`config.mk`:
```
export PLATFORM = sky130hd
export DESIGN_NAME = opt_channel
export DESIGN_NICKNAME = d
export VERILOG_FILES = /design/src/include/opt_pkg.sv /design/src/hw/opt_channel.sv
export SDC_FILE = /design/constraint.sdc
export NUM_CORES = 1
export LEC_CHECK = 0
export ABC_AREA = 1
export CAP_MARGIN = 40
export CORE_UTILIZATION = 25
export CTS_CLUSTER_DIAMETER = 50
export DETAILED_ROUTE_END_ITERATION = 10
export DONT_BUFFER_PORTS = 1
export PLACE_DENSITY = 0.42
export SETUP_SLACK_MARGIN = 0.2
export SLEW_MARGIN = 20
export SYNTH_ARGS = -nofsm -noshare
export SYNTH_HDL_FRONTEND = slang
export SYNTH_SLANG_ARGS = --single-unit
```
`constraint.sdc`:
```
create_clock -name clk_i -period 2.1 [get_ports clk_i]
set_input_delay 0.105 -clock clk_i [delete_from_list [all_inputs] [get_ports clk_i]]
set_output_delay 0.105 -clock clk_i [all_outputs]
set_load 0.01 [all_outputs]
```
`src/include/opt_pkg.sv`:
```
package opt_pkg;
  // register byte offsets
  localparam logic [3:0] OFF_CTRL   = 4'h0;
  localparam logic [3:0] OFF_COUNT  = 4'h4;
  localparam logic [3:0] OFF_STATUS = 4'h8;
  // control field positions
  localparam int CTRL_RUN      = 0;
  localparam int CTRL_SOFT     = 1;
  localparam int CTRL_MODE     = 2;
  localparam int CTRL_PWM8     = 3;
  localparam int CTRL_TRGMODE  = 4;
  localparam int CTRL_PULSE_EN = 5;
  localparam int CTRL_CLKSEL   = 6;
  localparam int CTRL_TRGSRC   = 9;
  localparam int CTRL_IDX_EN   = 11;
  localparam int CTRL_POL      = 12;
  localparam int CTRL_THIRD    = 13;
  localparam int CTRL_QUAD     = 14;
  // reset values
  localparam logic [15:0] CTRL_RESET   = 16'h0000;
  localparam logic [15:0] RELOAD_RESET = 16'h0000;
  // prescaler last counts and pwm periods
  localparam logic [4:0] DIV2_LAST  = 5'h01;
  localparam logic [4:0] DIV8_LAST  = 5'h07;
  localparam logic [4:0] DIV32_LAST = 5'h1f;
  localparam logic [15:0] PWM16_PERIOD = 16'hffff;
  localparam logic [7:0]  PWM8_PERIOD  = 8'hff;

  typedef enum logic [2:0] {
    CLK_F1    = 3'b000,
    CLK_F2    = 3'b001,
    CLK_F8    = 3'b010,
    CLK_F32   = 3'b011,
    CLK_SUBCLOCK_DIV32  = 3'b100
  } opt_clk_type;

  typedef enum logic [1:0] {
    ST_IDLE  = 2'b00,
    ST_ARMED = 2'b01,
    ST_COUNT = 2'b10
  } opt_state_type;

  typedef struct packed {
    logic        cyc;
    logic        stb;
    logic        we;
    logic [3:0]  adr;
    logic [3:0]  sel;
    logic [31:0] dat;
  } opt_wb_req_type;

  typedef struct packed {
    logic        ack;
    logic [31:0] dat;
  } opt_wb_rsp_type;

  typedef struct packed {
    logic trig_pin;
    logic group2_wrap;
    logic prev_wrap;
    logic next_wrap;
    logic subclk_div32;
    logic index_pin;
  } opt_ext_type;
endpackage
```
`src/hw/opt_channel.sv`:
```
`timescale 1ns/1ps
// Operation
// - index clear works only as third channel, quad x4 free-running, index pin
// - index edge detected, rising or falling chosen by polarity bit
// - index edge clears counter at next count clock, not at once
// - overflow coinciding with index clear raises interrupt twice in succession
// - count clock from f1, f2, f8, f32 or subclock divided by 32
// - one-shot counts down, reloads at zero, then stops
// - one-shot trigger while counting reloads and restarts
// - one-shot period n count clocks; zero keeps counter inactive
// - one-shot starts on run bit plus pin, timer wrap or soft trigger
// - one-shot ends on reload after zero or run bit cleared
// - one-shot interrupt when counter reaches zero
// - counter read in one-shot and pwm modes is undefined
// - write while stopped or before first count clock loads counter too
// - pulse output low when idle, high while one-shot counts
// - pwm counts down, reloads at rising edge, ignores triggers
// - 16-bit pwm high n clocks in 65535 clock period
// - 8-bit pwm high n*(m+1) in 255*(m+1) clocks
// - pwm starts on run bit alone or with trigger; run clear stops
// - pwm interrupt at each falling edge of output
module opt_channel
  import opt_pkg::*;
#(
  parameter int CNT_W = 16
) (
  input  wire logic                    clk_i,
  input  wire logic                    rst_i,
  input  wire opt_pkg::opt_wb_req_type wb_req_i,
  output opt_pkg::opt_wb_rsp_type      wb_rsp_o,
  input  wire opt_pkg::opt_ext_type    ext_i,
  input  wire logic                    quad_step_i,
  input  wire logic                    quad_up_i,
  output logic                         channel_pulse_pin_o,
  output logic                         irq_o,
  output logic                         wrap_o
);
  import opt_pkg::*;

  logic [15:0]      ctrl_q;
  logic [CNT_W-1:0] reload_q;
  logic [CNT_W-1:0] cnt_q;
  logic [7:0]       pre_q;
  logic [4:0]       div_q;
  logic             idx_prev_q;
  logic             idx_pend_q;
  logic             pwm_q;
  logic             first_q;
  logic             irq_q;
  logic             irq_again_q;
  logic             wrap_q;
  logic             ack_q;
  logic [31:0]      rdat_q;
  logic             sub_prev_q;
  logic             soft_q;
  opt_state_type    state_q;

  function automatic logic div_tick(input logic [2:0] sel, input logic [4:0] d,
                                    input logic sub_edge);
    unique case (sel)
      CLK_F1:   div_tick = 1'b1;
      CLK_F2:   div_tick = (d[0] == DIV2_LAST[0]);
      CLK_F8:   div_tick = (d[2:0] == DIV8_LAST[2:0]);
      CLK_F32:  div_tick = (d == DIV32_LAST);
      CLK_SUBCLOCK_DIV32: div_tick = sub_edge;
      default:  div_tick = 1'b0;
    endcase
  endfunction

  // bus decode
  wire        bus_go     = wb_req_i.cyc & wb_req_i.stb & ~ack_q;
  wire        bus_wr     = bus_go & wb_req_i.we;
  wire        wr_ctrl    = bus_wr & (wb_req_i.adr == OFF_CTRL);
  wire        wr_cnt     = bus_wr & (wb_req_i.adr == OFF_COUNT);
  wire [15:0] wdat       = wb_req_i.dat[15:0];
  wire [1:0]  lanes      = wb_req_i.sel[1:0];
  wire [15:0] ctrl_wr    = {lanes[1] ? wdat[15:8] : ctrl_q[15:8], lanes[0] ? wdat[7:0] : ctrl_q[7:0]};
  wire [CNT_W-1:0] cnt_wr = {lanes[1] ? wdat[15:8] : reload_q[15:8], lanes[0] ? wdat[7:0] : reload_q[7:0]};

  // control fields
  wire        run        = ctrl_q[CTRL_RUN];
  wire        mode_pwm   = ctrl_q[CTRL_MODE];
  wire        pwm8       = ctrl_q[CTRL_PWM8];
  wire        trg_mode   = ctrl_q[CTRL_TRGMODE];
  wire        pulse_en   = ctrl_q[CTRL_PULSE_EN];
  wire [2:0]  clk_sel    = ctrl_q[CTRL_CLKSEL +: 3];
  wire [1:0]  trg_src    = ctrl_q[CTRL_TRGSRC +: 2];
  wire        soft_trg   = wr_ctrl & ctrl_wr[CTRL_RUN] & ctrl_wr[CTRL_SOFT];
  wire        idx_mode   = ctrl_q[CTRL_IDX_EN] & ctrl_q[CTRL_THIRD] & ctrl_q[CTRL_QUAD];

  // count clock and triggers
  wire sub_edge   = ext_i.subclk_div32 & ~sub_prev_q;
  wire tick       = run & div_tick(clk_sel, div_q, sub_edge);
  wire ext_trg    = (trg_src == 2'b00) ? ext_i.trig_pin :
                    (trg_src == 2'b01) ? ext_i.group2_wrap :
                    (trg_src == 2'b10) ? ext_i.prev_wrap : ext_i.next_wrap;
  wire trigger    = run & (ext_trg | soft_q);
  wire idx_edge   = ext_i.index_pin ^ idx_prev_q;
  wire idx_hit    = idx_mode & idx_edge & (ext_i.index_pin ~^ ctrl_q[CTRL_POL]);
  wire cnt_zero   = (cnt_q == '0);
  wire pre_zero   = (pre_q == 8'h00);
  wire quad_wrap  = quad_step_i & (quad_up_i ? (&cnt_q) : cnt_zero);

  // pwm timing
  wire [15:0] hi16   = reload_q;
  wire [15:0] lo16   = PWM16_PERIOD - reload_q;
  wire [7:0]  hi8    = reload_q[15:8];
  wire [7:0]  lo8    = PWM8_PERIOD - reload_q[15:8];
  wire [15:0] phase_len = pwm8 ? {8'h00, pwm_q ? lo8 : hi8} : (pwm_q ? lo16 : hi16);
  wire        pwm_zero  = pwm8 ? (cnt_q[15:8] == 8'h00) : cnt_zero;

  always_ff @(posedge clk_i) begin
    if (rst_i) begin
      ctrl_q     <= CTRL_RESET;
      reload_q   <= RELOAD_RESET;
      ack_q      <= 1'b0;
      soft_q     <= 1'b0;
      rdat_q     <= 32'h0000_0000;
    end else begin
      ack_q <= bus_go;
      soft_q <= soft_trg;
      if (wr_ctrl) begin
        ctrl_q <= ctrl_wr & ~(16'h0001 << CTRL_SOFT);
      end
      if (wr_cnt) begin
        reload_q <= cnt_wr;
      end
      if (bus_go && !wb_req_i.we) begin
        unique case (wb_req_i.adr)
          OFF_CTRL:   rdat_q <= {16'h0000, ctrl_q};
          OFF_COUNT:  rdat_q <= {16'h0000, idx_mode ? cnt_q : reload_q};
          OFF_STATUS: rdat_q <= {28'h0000000, first_q, pwm_q, state_q};
          default:    rdat_q <= 32'h0000_0000;
        endcase
      end
    end
  end

  always_ff @(posedge clk_i) begin
    if (rst_i) begin
      div_q      <= 5'h00;
      sub_prev_q <= 1'b0;
      idx_prev_q <= 1'b0;
    end else begin
      div_q      <= run ? div_q + 5'h01 : 5'h00;
      sub_prev_q <= ext_i.subclk_div32;
      idx_prev_q <= ext_i.index_pin;
    end
  end

  always_ff @(posedge clk_i) begin
    if (rst_i) begin
      state_q     <= ST_IDLE;
      cnt_q       <= '0;
      pre_q       <= 8'h00;
      pwm_q       <= 1'b0;
      first_q     <= 1'b1;
      idx_pend_q  <= 1'b0;
      irq_q       <= 1'b0;
      irq_again_q <= 1'b0;
      wrap_q      <= 1'b0;
      channel_pulse_pin_o <= 1'b0;
    end else begin
      irq_q       <= irq_again_q;
      irq_again_q <= 1'b0;
      wrap_q      <= 1'b0;
      if (wr_cnt && (state_q != ST_COUNT || first_q)) begin
        cnt_q <= cnt_wr;
      end
      if (idx_mode) begin
        // quadrature counting with index clear
        if (idx_hit) begin
          idx_pend_q <= 1'b1;
        end
        if (quad_step_i) begin
          if (idx_pend_q || idx_hit) begin
            cnt_q      <= '0;
            idx_pend_q <= 1'b0;
            irq_q      <= 1'b1;
            irq_again_q <= quad_wrap;
          end else begin
            cnt_q  <= quad_up_i ? cnt_q + 1'b1 : cnt_q - 1'b1;
            irq_q  <= quad_wrap;
            wrap_q <= quad_wrap;
          end
        end
      end else if (!run) begin
        state_q <= ST_IDLE;
        pwm_q   <= 1'b0;
        first_q <= 1'b1;
        channel_pulse_pin_o <= 1'b0;
      end else if (!mode_pwm) begin
        unique case (state_q)
          ST_IDLE, ST_ARMED: begin
            state_q <= ST_ARMED;
            if (trigger && reload_q != '0) begin
              state_q <= ST_COUNT;
              cnt_q   <= reload_q;
              first_q <= 1'b1;
              channel_pulse_pin_o <= pulse_en;
            end
          end
          ST_COUNT: begin
            if (trigger) begin
              cnt_q <= reload_q;
            end else if (tick) begin
              first_q <= 1'b0;
              if (cnt_q <= CNT_W'(1)) begin
                cnt_q   <= reload_q;
                irq_q   <= 1'b1;
                wrap_q  <= 1'b1;
                state_q <= ST_ARMED;
                channel_pulse_pin_o <= 1'b0;
              end else begin
                cnt_q <= cnt_q - 1'b1;
              end
            end
          end
          default: state_q <= ST_IDLE;
        endcase
      end else begin
        unique case (state_q)
          ST_IDLE, ST_ARMED: begin
            state_q <= ST_ARMED;
            if (!trg_mode || trigger) begin
              state_q <= ST_COUNT;
              pwm_q   <= 1'b1;
              cnt_q   <= reload_q;
              pre_q   <= reload_q[7:0];
              first_q <= 1'b1;
              channel_pulse_pin_o <= (phase_len != 16'h0000) || pwm8;
            end
          end
          ST_COUNT: begin
            // triggers ignored while counting
            if (tick) begin
              first_q <= 1'b0;
              if (pwm8 && !pre_zero) begin
                pre_q <= pre_q - 8'h01;
              end else begin
                pre_q <= reload_q[7:0];
                if (pwm8 ? (cnt_q[15:8] <= 8'h01) : (cnt_q <= CNT_W'(1))) begin
                  pwm_q <= ~pwm_q;
                  if (pwm_q) begin
                    irq_q  <= 1'b1;
                    cnt_q  <= pwm8 ? {lo8, reload_q[7:0]} : lo16;
                    channel_pulse_pin_o <= 1'b0;
                  end else begin
                    wrap_q <= 1'b1;
                    cnt_q  <= reload_q;
                    channel_pulse_pin_o <= 1'b1;
                  end
                end else if (pwm8) begin
                  cnt_q[15:8] <= cnt_q[15:8] - 8'h01;
                end else if (!pwm_zero) begin
                  cnt_q <= cnt_q - 1'b1;
                end
              end
            end
          end
          default: state_q <= ST_IDLE;
        endcase
      end
    end
  end

  assign irq_o        = irq_q;
  assign wrap_o       = wrap_q;
  assign wb_rsp_o.ack = ack_q;
  assign wb_rsp_o.dat = rdat_q;
endmodule

```
==> impl_results.md, run 1 <==
* Status: finished with violations
* Failing checks: negative setup slack
* Syn_area_per_cell at 5.832 um2
* Fillers at 3573
* First-pass GRT wire length at 51740 um
* Period utilisation layout at 105.1%
* Chip Height at 181.2 um
* Synth top area share at 22.19%
* Root Buffer: clkbuf_16
* CP startpoint kind: flop
* Bufs on Longest Clock Path at 2
* Synth Area in Compound Gates at 21.77%
* Die ar. at 0.03284 mm2
* Post-route minimum period at 2206 ps
* Routability congestion estimate at 0.8917
* Number of detailed-route iterations in the first pass at 5
* Max cap viols at 0
* Least-Margin Pin Slew at 729.5 ps
* Vias in the first global route at 8650
* Arr. time, crit path at 2470 ps
* Synth Area in Simple Gates at 39.12%
* Async SR Flop Fraction at 0%
* GRT overflow at 0
* # nets final at 1548
* Design area at 0.01044 mm2
* Vias per cell at 4.933
* DRC at 0
* Worst Hold Slack at 18.00 ps
* Clk Latency, worst-skew pair at 360 ps
* Adder-Cell Fraction of Synth Area at 1.870%
* Initial antenna violation count at 0
* H-Tree Depth at 3
* Area leader, netlist: dfxtp_1
* Netlist cell types at 50
* Synth top area cells: dfxtp_1 (22%), nand2_1 (20%), a21oi_1 (7.8%)
* Clock Sinks at 89
* Sequential element share of the synthesized area at 22.19%
* Largest net degree at the start of global routing at 45
* Power per cell area at 378.6 mW/mm2
* Via count at 9329
* Crit-path max FO at 7
* Predominant post-synthesis flop cell: dfxtp_1
* Inserted Clock Buffers at 9
* DP Wirelength at 26510 um
* DR WL/cell at 18.26 um
* Port Buf Inserts at 0
* Hold Path Class: in2reg
* Worst VDD drop at 0.0004264 V
* DRT antenna net count at 0
* Initial Util at 25.45%
* Largest family of logic cells by synthesized area: simple AND/OR/NAND/NOR gates
* Post-synth EDFFs at 0
* # setup viols final at 17
* Tot GR Track Use at 20.42%
* Worst Clk Skew at 13.49 ps
* Row Count at 65
* FMAX at 453.2 MHz
* Cell count after synthesis at 1377
* Worst-path clk slew at 80 ps
* Overall Power at 3.954 mW
* Clock tree from TritonCTS: done
* LEAKAGE at 4.517 nW
* Synth Area in XOR/XNOR at 2.945%
* Synth Register Bits at 89
* RSZ-0062 raised after global routing: yes
* Die width at 181.2 um
* Cell Area, Placed at 0.009213 mm2
* Setup TNS Final at -1412 ps
* Max_slew headroom at 50.86%
* Worst endpoint required time at 2360 ps
* Initial DRC Count at 734
* Area Growth Syn to Fin at 30.06%
* Max-slew violations at 0
* Worst Setup Slack, final at -106.4 ps
* Endpoints failing hold at 0
* Top-count cell post-synth: nand2_1
* IO Count at 89
* Final wirelength at 34530 um
* Post-synthesis mux area share at 0%
* CP Capture Type: flop
* Yosys warns at 0
* Most frequent cells after synthesis: nand2_1 (420), nor2_1 (133), a21oi_1 (125)
* Crit Path Class: reg2reg
* Post-synth design cell area at 0.008030 mm2
* CORE AREA at 0.03156 mm2
* Proportion of layout cells with a drive suffix above 1 at 22.04%
[registers in the layout, summed over array words and instances, names as in the netlist]
name and cells:
ack_q 1, channel_pulse_pin_o 1, cnt_q 16, ctrl_q 15
div_q 5, first_q 1, hi16 16, idx_pend_q 1
idx_prev_q 1, irq_again_q 1, irq_o 1, pre_q 8
pwm_q 1, rdat_q 16, soft_q 1, state_q 2
sub_prev_q 1, wrap_o 1
[final timing paths]
check / start / endpoint / slack, ps / cells past startpoint
max reg2reg: div_q[1] / cnt_q[5] / -110 / 16
max: div_q[1] / cnt_q[5] / -110 / 16
min: wb_req_i[33] / hi16[15] / 20 / 3
min reg2reg: irq_again_q / irq_o / 460 / 2
[where the power goes]
| group | switching, mW | internal [mW] | total, mW |
|---|---|---|---|
| Sequential | 0.00610 | 1.69 | 1.70 |
| Combinational | 0.340 | 0.188 | 0.528 |
| Clock | 0.767 | 0.961 | 1.73 |
[cells in the final DEF, fill, tap and decap left out, drive strengths merged, types with 12 or more instances in the layout]
cell type / synthesis / layout
nand4: 18 / 18
xor2: 21 / 21
conb: 1 / 16
nand2: 433 / 433
dlygate4sd3: 0 / 21
a21oi: 125 / 125
nor2: 149 / 149
dfxtp: 89 / 89
clkbuf: 29 / 15
buf: 58 / 142
o22ai: 14 / 14
ha: 12 / 12
inv: 123 / 124
o21ai: 141 / 141
a211oi: 16 / 16
nand3: 91 / 92
nor3: 15 / 15
[stage by stage]
stage | cells | utilization, % | setup slack [ps]
3_5_place_dp | 1836 | 29.20 | -114.0
3_3_place_gp | 1836 | 29.20 | -122.1
2_1_floorplan | 1392 | - | 29.87
4_1_cts | 1877 | 31.10 | -87.69
5_1_grt | 1890 | 33.09 | -252.0
6_report | 1891 | 33.10 | -106.4
[cell families (layout without fill, tap and decap cells)]
kind of cell | count (synthesis) | after routing
compound gates | 317 | 317
xor+xnor | 27 | 27
fa+ha+maj | 12 | 12
buf+inv | 213 | 308
flops | 89 | 89
other cells | 1 | 17
simple gates | 718 | 719
[layout make-up]
class                           instances  area, um2  share of cell area (%)
Antenna cell                            1      2.502                 0.02396
Clock buffer                           12      246.5                   2.360
Clock inverter                          4      51.30                  0.4912
Inverter                              126      473.0                   4.529
Multi-Input combinational cell       1091       5861                   56.12
Sequential cell                        89       1795                   17.19
Tap cell                              402      503.0                   4.816
Timing Repair Buffer                  166       1511                   14.47
[metal layers]
layer,global-route usage (%),vias to the layer above,part of all wire [%]
met3,2.318,39,5.1
met5,0,-,0
met1,27.80,4313,46
met4,6.068,0,2.2
li1,-,4694,-
met2,33.65,283,47
[what timing repair did]
action                                  4_1_cts  5_1_grt
endpoints found under the hold margin        57        0
gates resized for setup                      14      125
cloned                                        0        4
endpoints found under the setup margin       33       32
pin swaps                                     6       38
hold buffers                                 22        0
setup buffers                                 3        9
[critical path, cell delays in order, from the launching register on]
cell and delay (ps):
dfxtp_2 350, ha_4 140, nand2_2 50, nor2_2 80
ha_2 160, inv_1 30, nand2_1 60, nand3_2 90
nand2_4 110, nand2_4 60, nor2_4 170, nand2_2 90
a31oi_4 220, nand2_4 100, clkbuf_16 190, a21oi_2 140
a21oi_2 60
Power figures use the tool's default switching activity.
==> run 2, diff against run 1 <==
--- a/config.mk
+++ b/config.mk
@@ -7,13 +7,15 @@
 export LEC_CHECK = 0
 export ABC_AREA = 1
 export CAP_MARGIN = 40
+export CELL_PAD_IN_SITES_DETAIL_PLACEMENT = 1
+export CELL_PAD_IN_SITES_GLOBAL_PLACEMENT = 1
 export CORE_UTILIZATION = 25
 export CTS_CLUSTER_DIAMETER = 50
 export DETAILED_ROUTE_END_ITERATION = 10
 export DONT_BUFFER_PORTS = 1
-export PLACE_DENSITY = 0.42
+export PLACE_DENSITY = 0.54
 export SETUP_SLACK_MARGIN = 0.2
-export SLEW_MARGIN = 20
+export SLEW_MARGIN = 10
 export SYNTH_ARGS = -nofsm -noshare
 export SYNTH_HDL_FRONTEND = slang
 export SYNTH_SLANG_ARGS = --single-unit
==> impl_results.md, run 2 (same netlist as run 1, synthesis figures left out) <==
* Status: finished with violations
* Failing checks: negative setup slack
* Port Buf Inserts at 0
* Worst VDD drop at 0.0003956 V
* # setup viols final at 16
* CP Capture Type: flop
* Max-slew violations at 0
* DP Wirelength at 28360 um
* Worst endpoint required time at 2400 ps
* FMAX at 453.1 MHz
* Crit-path cells: ha_4 -> nand2_2 -> nor2_2 -> ha_2 -> inv_1 -> nand2_1 -> nand3_2 -> nand2_4 -> nand2_4 -> nor2_4 -> nand3_4 -> buf_12 -> a21oi_4 -> nand2_2 -> a21oi_2 -> nand2_1 -> a21oi_1
* Area Growth Syn to Fin at 30.40%
* Endpoints failing hold at 0
* Die width at 181.2 um
* DRT antenna net count at 0
* P_int at 2.679 mW
* Initial Util at 25.45%
* CORE AREA at 0.03156 mm2
* Seq pwr share at 44.2%
* Final wirelength at 36450 um
* Overall Power at 3.840 mW
* Setup TNS Final at -711.7 ps
* Net Sw Frac at 30.24%
* Largest net degree at the start of global routing at 56
* Inserted Clock Buffers at 9
* LEAKAGE at 4.522 nW
* Proportion of layout cells with a drive suffix above 1 at 22.21%
* Chip Height at 181.2 um
* Fillers at 4094
* Combinational power share at 13.7%
* Clock power frac at 42.1%
* Crit Path Class: reg2reg
* First-pass GRT wire length at 56960 um
* H-Tree Depth at 3
* Initial antenna violation count at 0
* Crit-path max FO at 4
* Worst-path clk slew at 70 ps
* Die ar. at 0.03284 mm2
* Max_slew headroom at 41.04%
* Vias per cell at 4.952
* DRC at 0
* Worst Clk Skew at 10.97 ps
* Bufs on Longest Clock Path at 2
* Inserted Diodes at 0
* Finished Core Util at 33.18%
* Clock tree from TritonCTS: done
* Most common cell after layout, fill and taps aside: nand2_1
* IO Count at 89
* GRT overflow at 0
* Peak per-stage delay on the critical path at 350 ps
* Vias in the first global route at 9690
* Root Buffer: clkbuf_16
* Crit-path slowest cell: dfxtp_2
* Most frequent cells in the layout: nand2_1 (400), buf_4 (129), nor2_1 (125), o21ai_0 (111), inv_1 (105)
* Power per cell area at 366.7 mW/mm2
* Arr. time, crit path at 2510 ps
* Worst Setup Slack, final at -107.0 ps
* # nets final at 1555
* Post-route minimum period at 2207 ps
* DR WL/cell at 19.21 um
* Number of detailed-route iterations in the first pass at 5
* Max cap viols at 0
* Clock Sinks at 89
* Row Count at 65
* Clk Latency, worst-skew pair at 370 ps
* Tot GR Track Use at 22.46%
* RSZ-0062 raised after global routing: yes
* Period utilisation layout at 105.1%
* Sw Pwr at 1.161 mW
* Routability congestion estimate at 0.8635
* Hold Path Class: in2reg
* Initial DRC Count at 503
* CP startpoint kind: flop
* Via count at 9394
* Least-Margin Pin Slew at 875.2 ps
## run 2: changes by cell type in the layout (fill, tap and decap cells not counted), moves of 4 or more
cell     change
a21oi_4      -4
o21ai_0      -8
nand3_1      -6
o21ai_2      +4
nand2_2     -12
buf_4        +4
buf_6        +5
nand3_2      +5
a21oi_2      +4
nor2_2       -4
nand2_1     +13
## run 2: final cells by class
class / count / area (um2) / area share [%]
inverters: 126 / 484.2 / 4.624
multi-input cells: 1091 / 5888 / 56.23
repair buffers: 173 / 1528 / 14.59
flip-flops and latches: 89 / 1797 / 17.16
clock buffers: 10 / 229.0 / 2.187
well taps: 402 / 503.0 / 4.803
clock inverters: 6 / 42.54 / 0.4063
## run 2: power by group through the flow
stage | registers, mW | clock network (mW) | logic [mW]
floorplan | 1.74 | 0 | 0.320
global placement | 1.74 | 0 | 0.421
detailed placement | 1.74 | 0 | 0.425
CTS | 1.70 | 1.66 | 0.505
global route | 1.70 | 1.72 | 0.576
finish | 1.70 | 1.62 | 0.526
## run 2: path summary, 6_finish.rpt
path	startpoint	end	slack, ps	depth (start not counted)
worst max-delay path	div_q[0]	cnt_q[8]	-110	17
worst min register to register	irq_again_q	irq_o	470	2
worst max register to register	div_q[0]	cnt_q[8]	-110	17
worst min-delay path	wb_req_i[33]	hi16[15]	30	3
## run 2: repair_timing
item / 4_1_cts / 5_1_grt
gates resized for setup: 69 / 93
setup endpoints to repair: 40 / 47
cloned: 1 / 0
pin swaps: 30 / 26
hold buffers: 23 / 0
endpoints found under the hold margin: 57 / 0
setup buffers: 12 / 5
## run 2: metal layers
| metal | part of all wire [%] | GRT usage (%) | routed length, um | vias up |
|---|---|---|---|---|
| li1 | - | - | - | 4708 |
| met1 | 46 | 29.55 | 16810 | 4460 |
| met2 | 48 | 38.15 | 17390 | 184 |
| met3 | 4.3 | 3.427 | 1565 | 42 |
| met4 | 1.9 | 5.492 | 685 | 0 |
| met5 | 0 | 0 | 0 | - |
## run 2: stage by stage
step | cell area (um2) | worst slack, ps | cells | hold WS [ps]
2_1_floorplan | 8117 | 29.87 | 1392 | 199.4
5_1_grt | 10470 | -238.7 | 1897 | 24.08
3_5_place_dp | 9180 | -185.3 | 1840 | 181.8
6_report | 10470 | -107.0 | 1897 | 29.53
4_1_cts | 10090 | -91.07 | 1892 | 9.876
3_3_place_gp | 9180 | -141.3 | 1840 | 179.5
## run 2: critical path: cells and delay by family, from the launching register on
kind | cells | cell delay [ps]
and+or+nand+nor | 10 | 900
AOI/OAI and AO/OA | 3 | 390
DFF | 1 | 350
adders and majority gates | 2 | 300
buffers and inverters | 2 | 200
==> run 3, diff against run 2 <==
--- a/config.mk
+++ b/config.mk
@@ -13,7 +13,7 @@
 export CTS_CLUSTER_DIAMETER = 50
 export DETAILED_ROUTE_END_ITERATION = 10
 export DONT_BUFFER_PORTS = 1
-export PLACE_DENSITY = 0.54
+export PLACE_DENSITY = 0.52
 export SETUP_SLACK_MARGIN = 0.2
 export SLEW_MARGIN = 10
 export SYNTH_ARGS = -nofsm -noshare
==> constraint.sdc (replaced) <==
create_clock -name clk_i -period 2.85 [get_ports clk_i]
set_input_delay 0.1425 -clock clk_i [delete_from_list [all_inputs] [get_ports clk_i]]
set_output_delay 0.1425 -clock clk_i [all_outputs]
set_load 0.01 [all_outputs]
==> impl_results.md, run 3 (same netlist as run 1, synthesis figures left out) <==
* Initial Util at 25.45%
* H-Tree Depth at 3
* Number of detailed-route iterations in the first pass at 5
* Tot GR Track Use at 21.78%
* CORE AREA at 0.03156 mm2
* Arr. time, crit path at 2710 ps
* Via count at 8871
* DR WL/cell at 19.80 um
* Power per cell area at 318.1 mW/mm2
* Max_slew headroom at 47.84%
* Max-slew violations at 0
* Crit-path max FO at 19
* Area Growth Syn to Fin at 12.29%
* CP top delay family: simple AND/OR/NAND/NOR gates
* DRT antenna net count at 0
* Crit-path cells: inv_2 -> nand2_1 -> nand3_1 -> nand2_1 -> nand2_2 -> nand2_4 -> nand2_1 -> nand2_1 -> o21ai_0 -> inv_1 -> a21oi_1 -> nand2_1 -> a21oi_1
* Vias per cell at 4.961
* Status: complete, no violations
* Die width at 181.2 um
* CP Buf/Inv Count at 2
* Final wirelength at 35410 um
* Least-Margin Pin Slew at 774.2 ps
* Proportion of layout cells with a drive suffix above 1 at 9.524%
* Inst Count DP at 1748
* Fillers at 4112
* # setup viols final at 0
* Most common cell after layout, fill and taps aside: nand2_1
* Worst endpoint required time at 3150 ps
* LEAKAGE at 3.840 nW
* Crit Path Class: reg2reg
* Worst VDD drop at 0.0002740 V
* CP Capture Type: flop
* Worst Clk Skew at 9.256 ps
* Bufs on Longest Clock Path at 2
* Period utilisation layout at 84.75%
* Finished Core Util at 28.58%
* Design area at 0.009017 mm2
* Routability congestion estimate at 0.8547
* Setup TNS Final at 0 ps
* IO Count at 89
* Endpoints failing hold at 0
* Max cap viols at 0
* RSZ-0062 raised after global routing: no
* First-pass GRT wire length at 55140 um
* Hold Path Class: in2reg
* Reg2Reg Setup Slack at 430 ps
* Root Buffer: clkbuf_16
* Vias in the first global route at 9160
* Finished Layout Cells at 1788
* Chip Height at 181.2 um
* Die ar. at 0.03284 mm2
* DRC at 0
* CP startpoint kind: flop
* Inserted Diodes at 0
* GRT overflow at 0
* Crit-path slowest cell: nand2_1
* Clock Sinks at 89
* Post-route minimum period at 2415 ps
* Inserted Clock Buffers at 9
* # nets final at 1446
* Clock tree from TritonCTS: done
* Row Count at 65
* Largest net degree at the start of global routing at 65
* Most frequent CP cell: nand2_1
* Initial antenna violation count at 0
* Peak per-stage delay on the critical path at 410 ps
* FMAX at 414.0 MHz
* Cell Area, Placed at 0.008452 mm2
* Overall Power at 2.869 mW
* Port Buf Inserts at 0
* DP Wirelength at 27430 um
* Clk Latency, worst-skew pair at 360 ps
* Most frequent cells in the layout: nand2_1 (419), nor2_1 (133), a21oi_1 (124), o21ai_0 (122), inv_1 (108)
* Worst-path clk slew at 80 ps
* Initial DRC Count at 414
-- run 3: cell types whose count changed in the layout (fill, tap and decap cells not counted), moves of 7 or more --
cell,before,now
a21oi_1,93,124
o21ai_2,14,5
nor2_1,125,133
a21oi_2,29,1
nand2_2,20,7
buf_4,129,44
dlygate4sd3_1,22,15
buf_6,11,0
ha_1,5,12
nand3_1,79,88
o21ai_0,111,122
nand2_1,400,419
-- run 3: final timing paths --
path / from / end / cells past startpoint
worst max-delay path: ctrl_q[9] / cnt_q[8] / 13
worst min-delay path: wb_req_i[11] / ctrl_q[11] / 2
worst max register to register: ctrl_q[9] / cnt_q[8] / 13
worst min register to register: div_q[0] / div_q[0] / 1
-- run 3: layer usage --
metal	part of all wire, %	vias to the layer above	GRT usage, %
met5	0	-	0
met4	1.5	0	4.847
met3	3.3	30	2.399
met2	47	161	37.28
met1	48	4197	29.17
li1	-	4483	-
-- run 3: through the flow --
| stage | setup slack (ps) | hold WS (ps) |
|---|---|---|
| 2_1_floorplan | 740.3 | 236.9 |
| 3_5_place_dp | 269.9 | 219.1 |
| 4_1_cts | 236.1 | 0.4508 |
| 6_report | 434.6 | 7.840 |
| 5_1_grt | 204.1 | 7.147 |
| 3_3_place_gp | 338.1 | 217.2 |
-- run 3: final cells by class --
type	count	area, um2	area share [%]
clock buffer	11	232.7	2.581
inverter	126	476.7	5.287
clock inverter	5	63.81	0.7076
tap	402	503.0	5.578
multi-input combinational	1091	5369	59.54
sequential	89	1784	19.79
timing repair buffer	64	588.1	6.521
-- run 3: power by group --
group          switching (mW)  leakage [nW]  internal [mW]  total, mW
clock                   0.596         0.141          0.691       1.29
combinational           0.228          2.98         0.0976      0.326
sequential            0.00740         0.719           1.25       1.26
-- run 3: worst reg2reg max path, cell delays in order, from the launching register on --
cell and delay [ps]:
dfxtp_1 340, inv_2 90, nand2_1 50, nand3_1 70, nand2_1 110, nand2_2 140
nand2_4 200, nand2_1 120, nand2_1 410, o21ai_0 360, inv_1 70, a21oi_1 160
nand2_1 110, a21oi_1 130
-- run 3: timing repair --
action	CTS	global route
hold endpoints to repair	49	0
gates resized for setup	0	7
endpoints found under the setup margin	0	17
hold buffers	16	0
buffers inserted	0	7
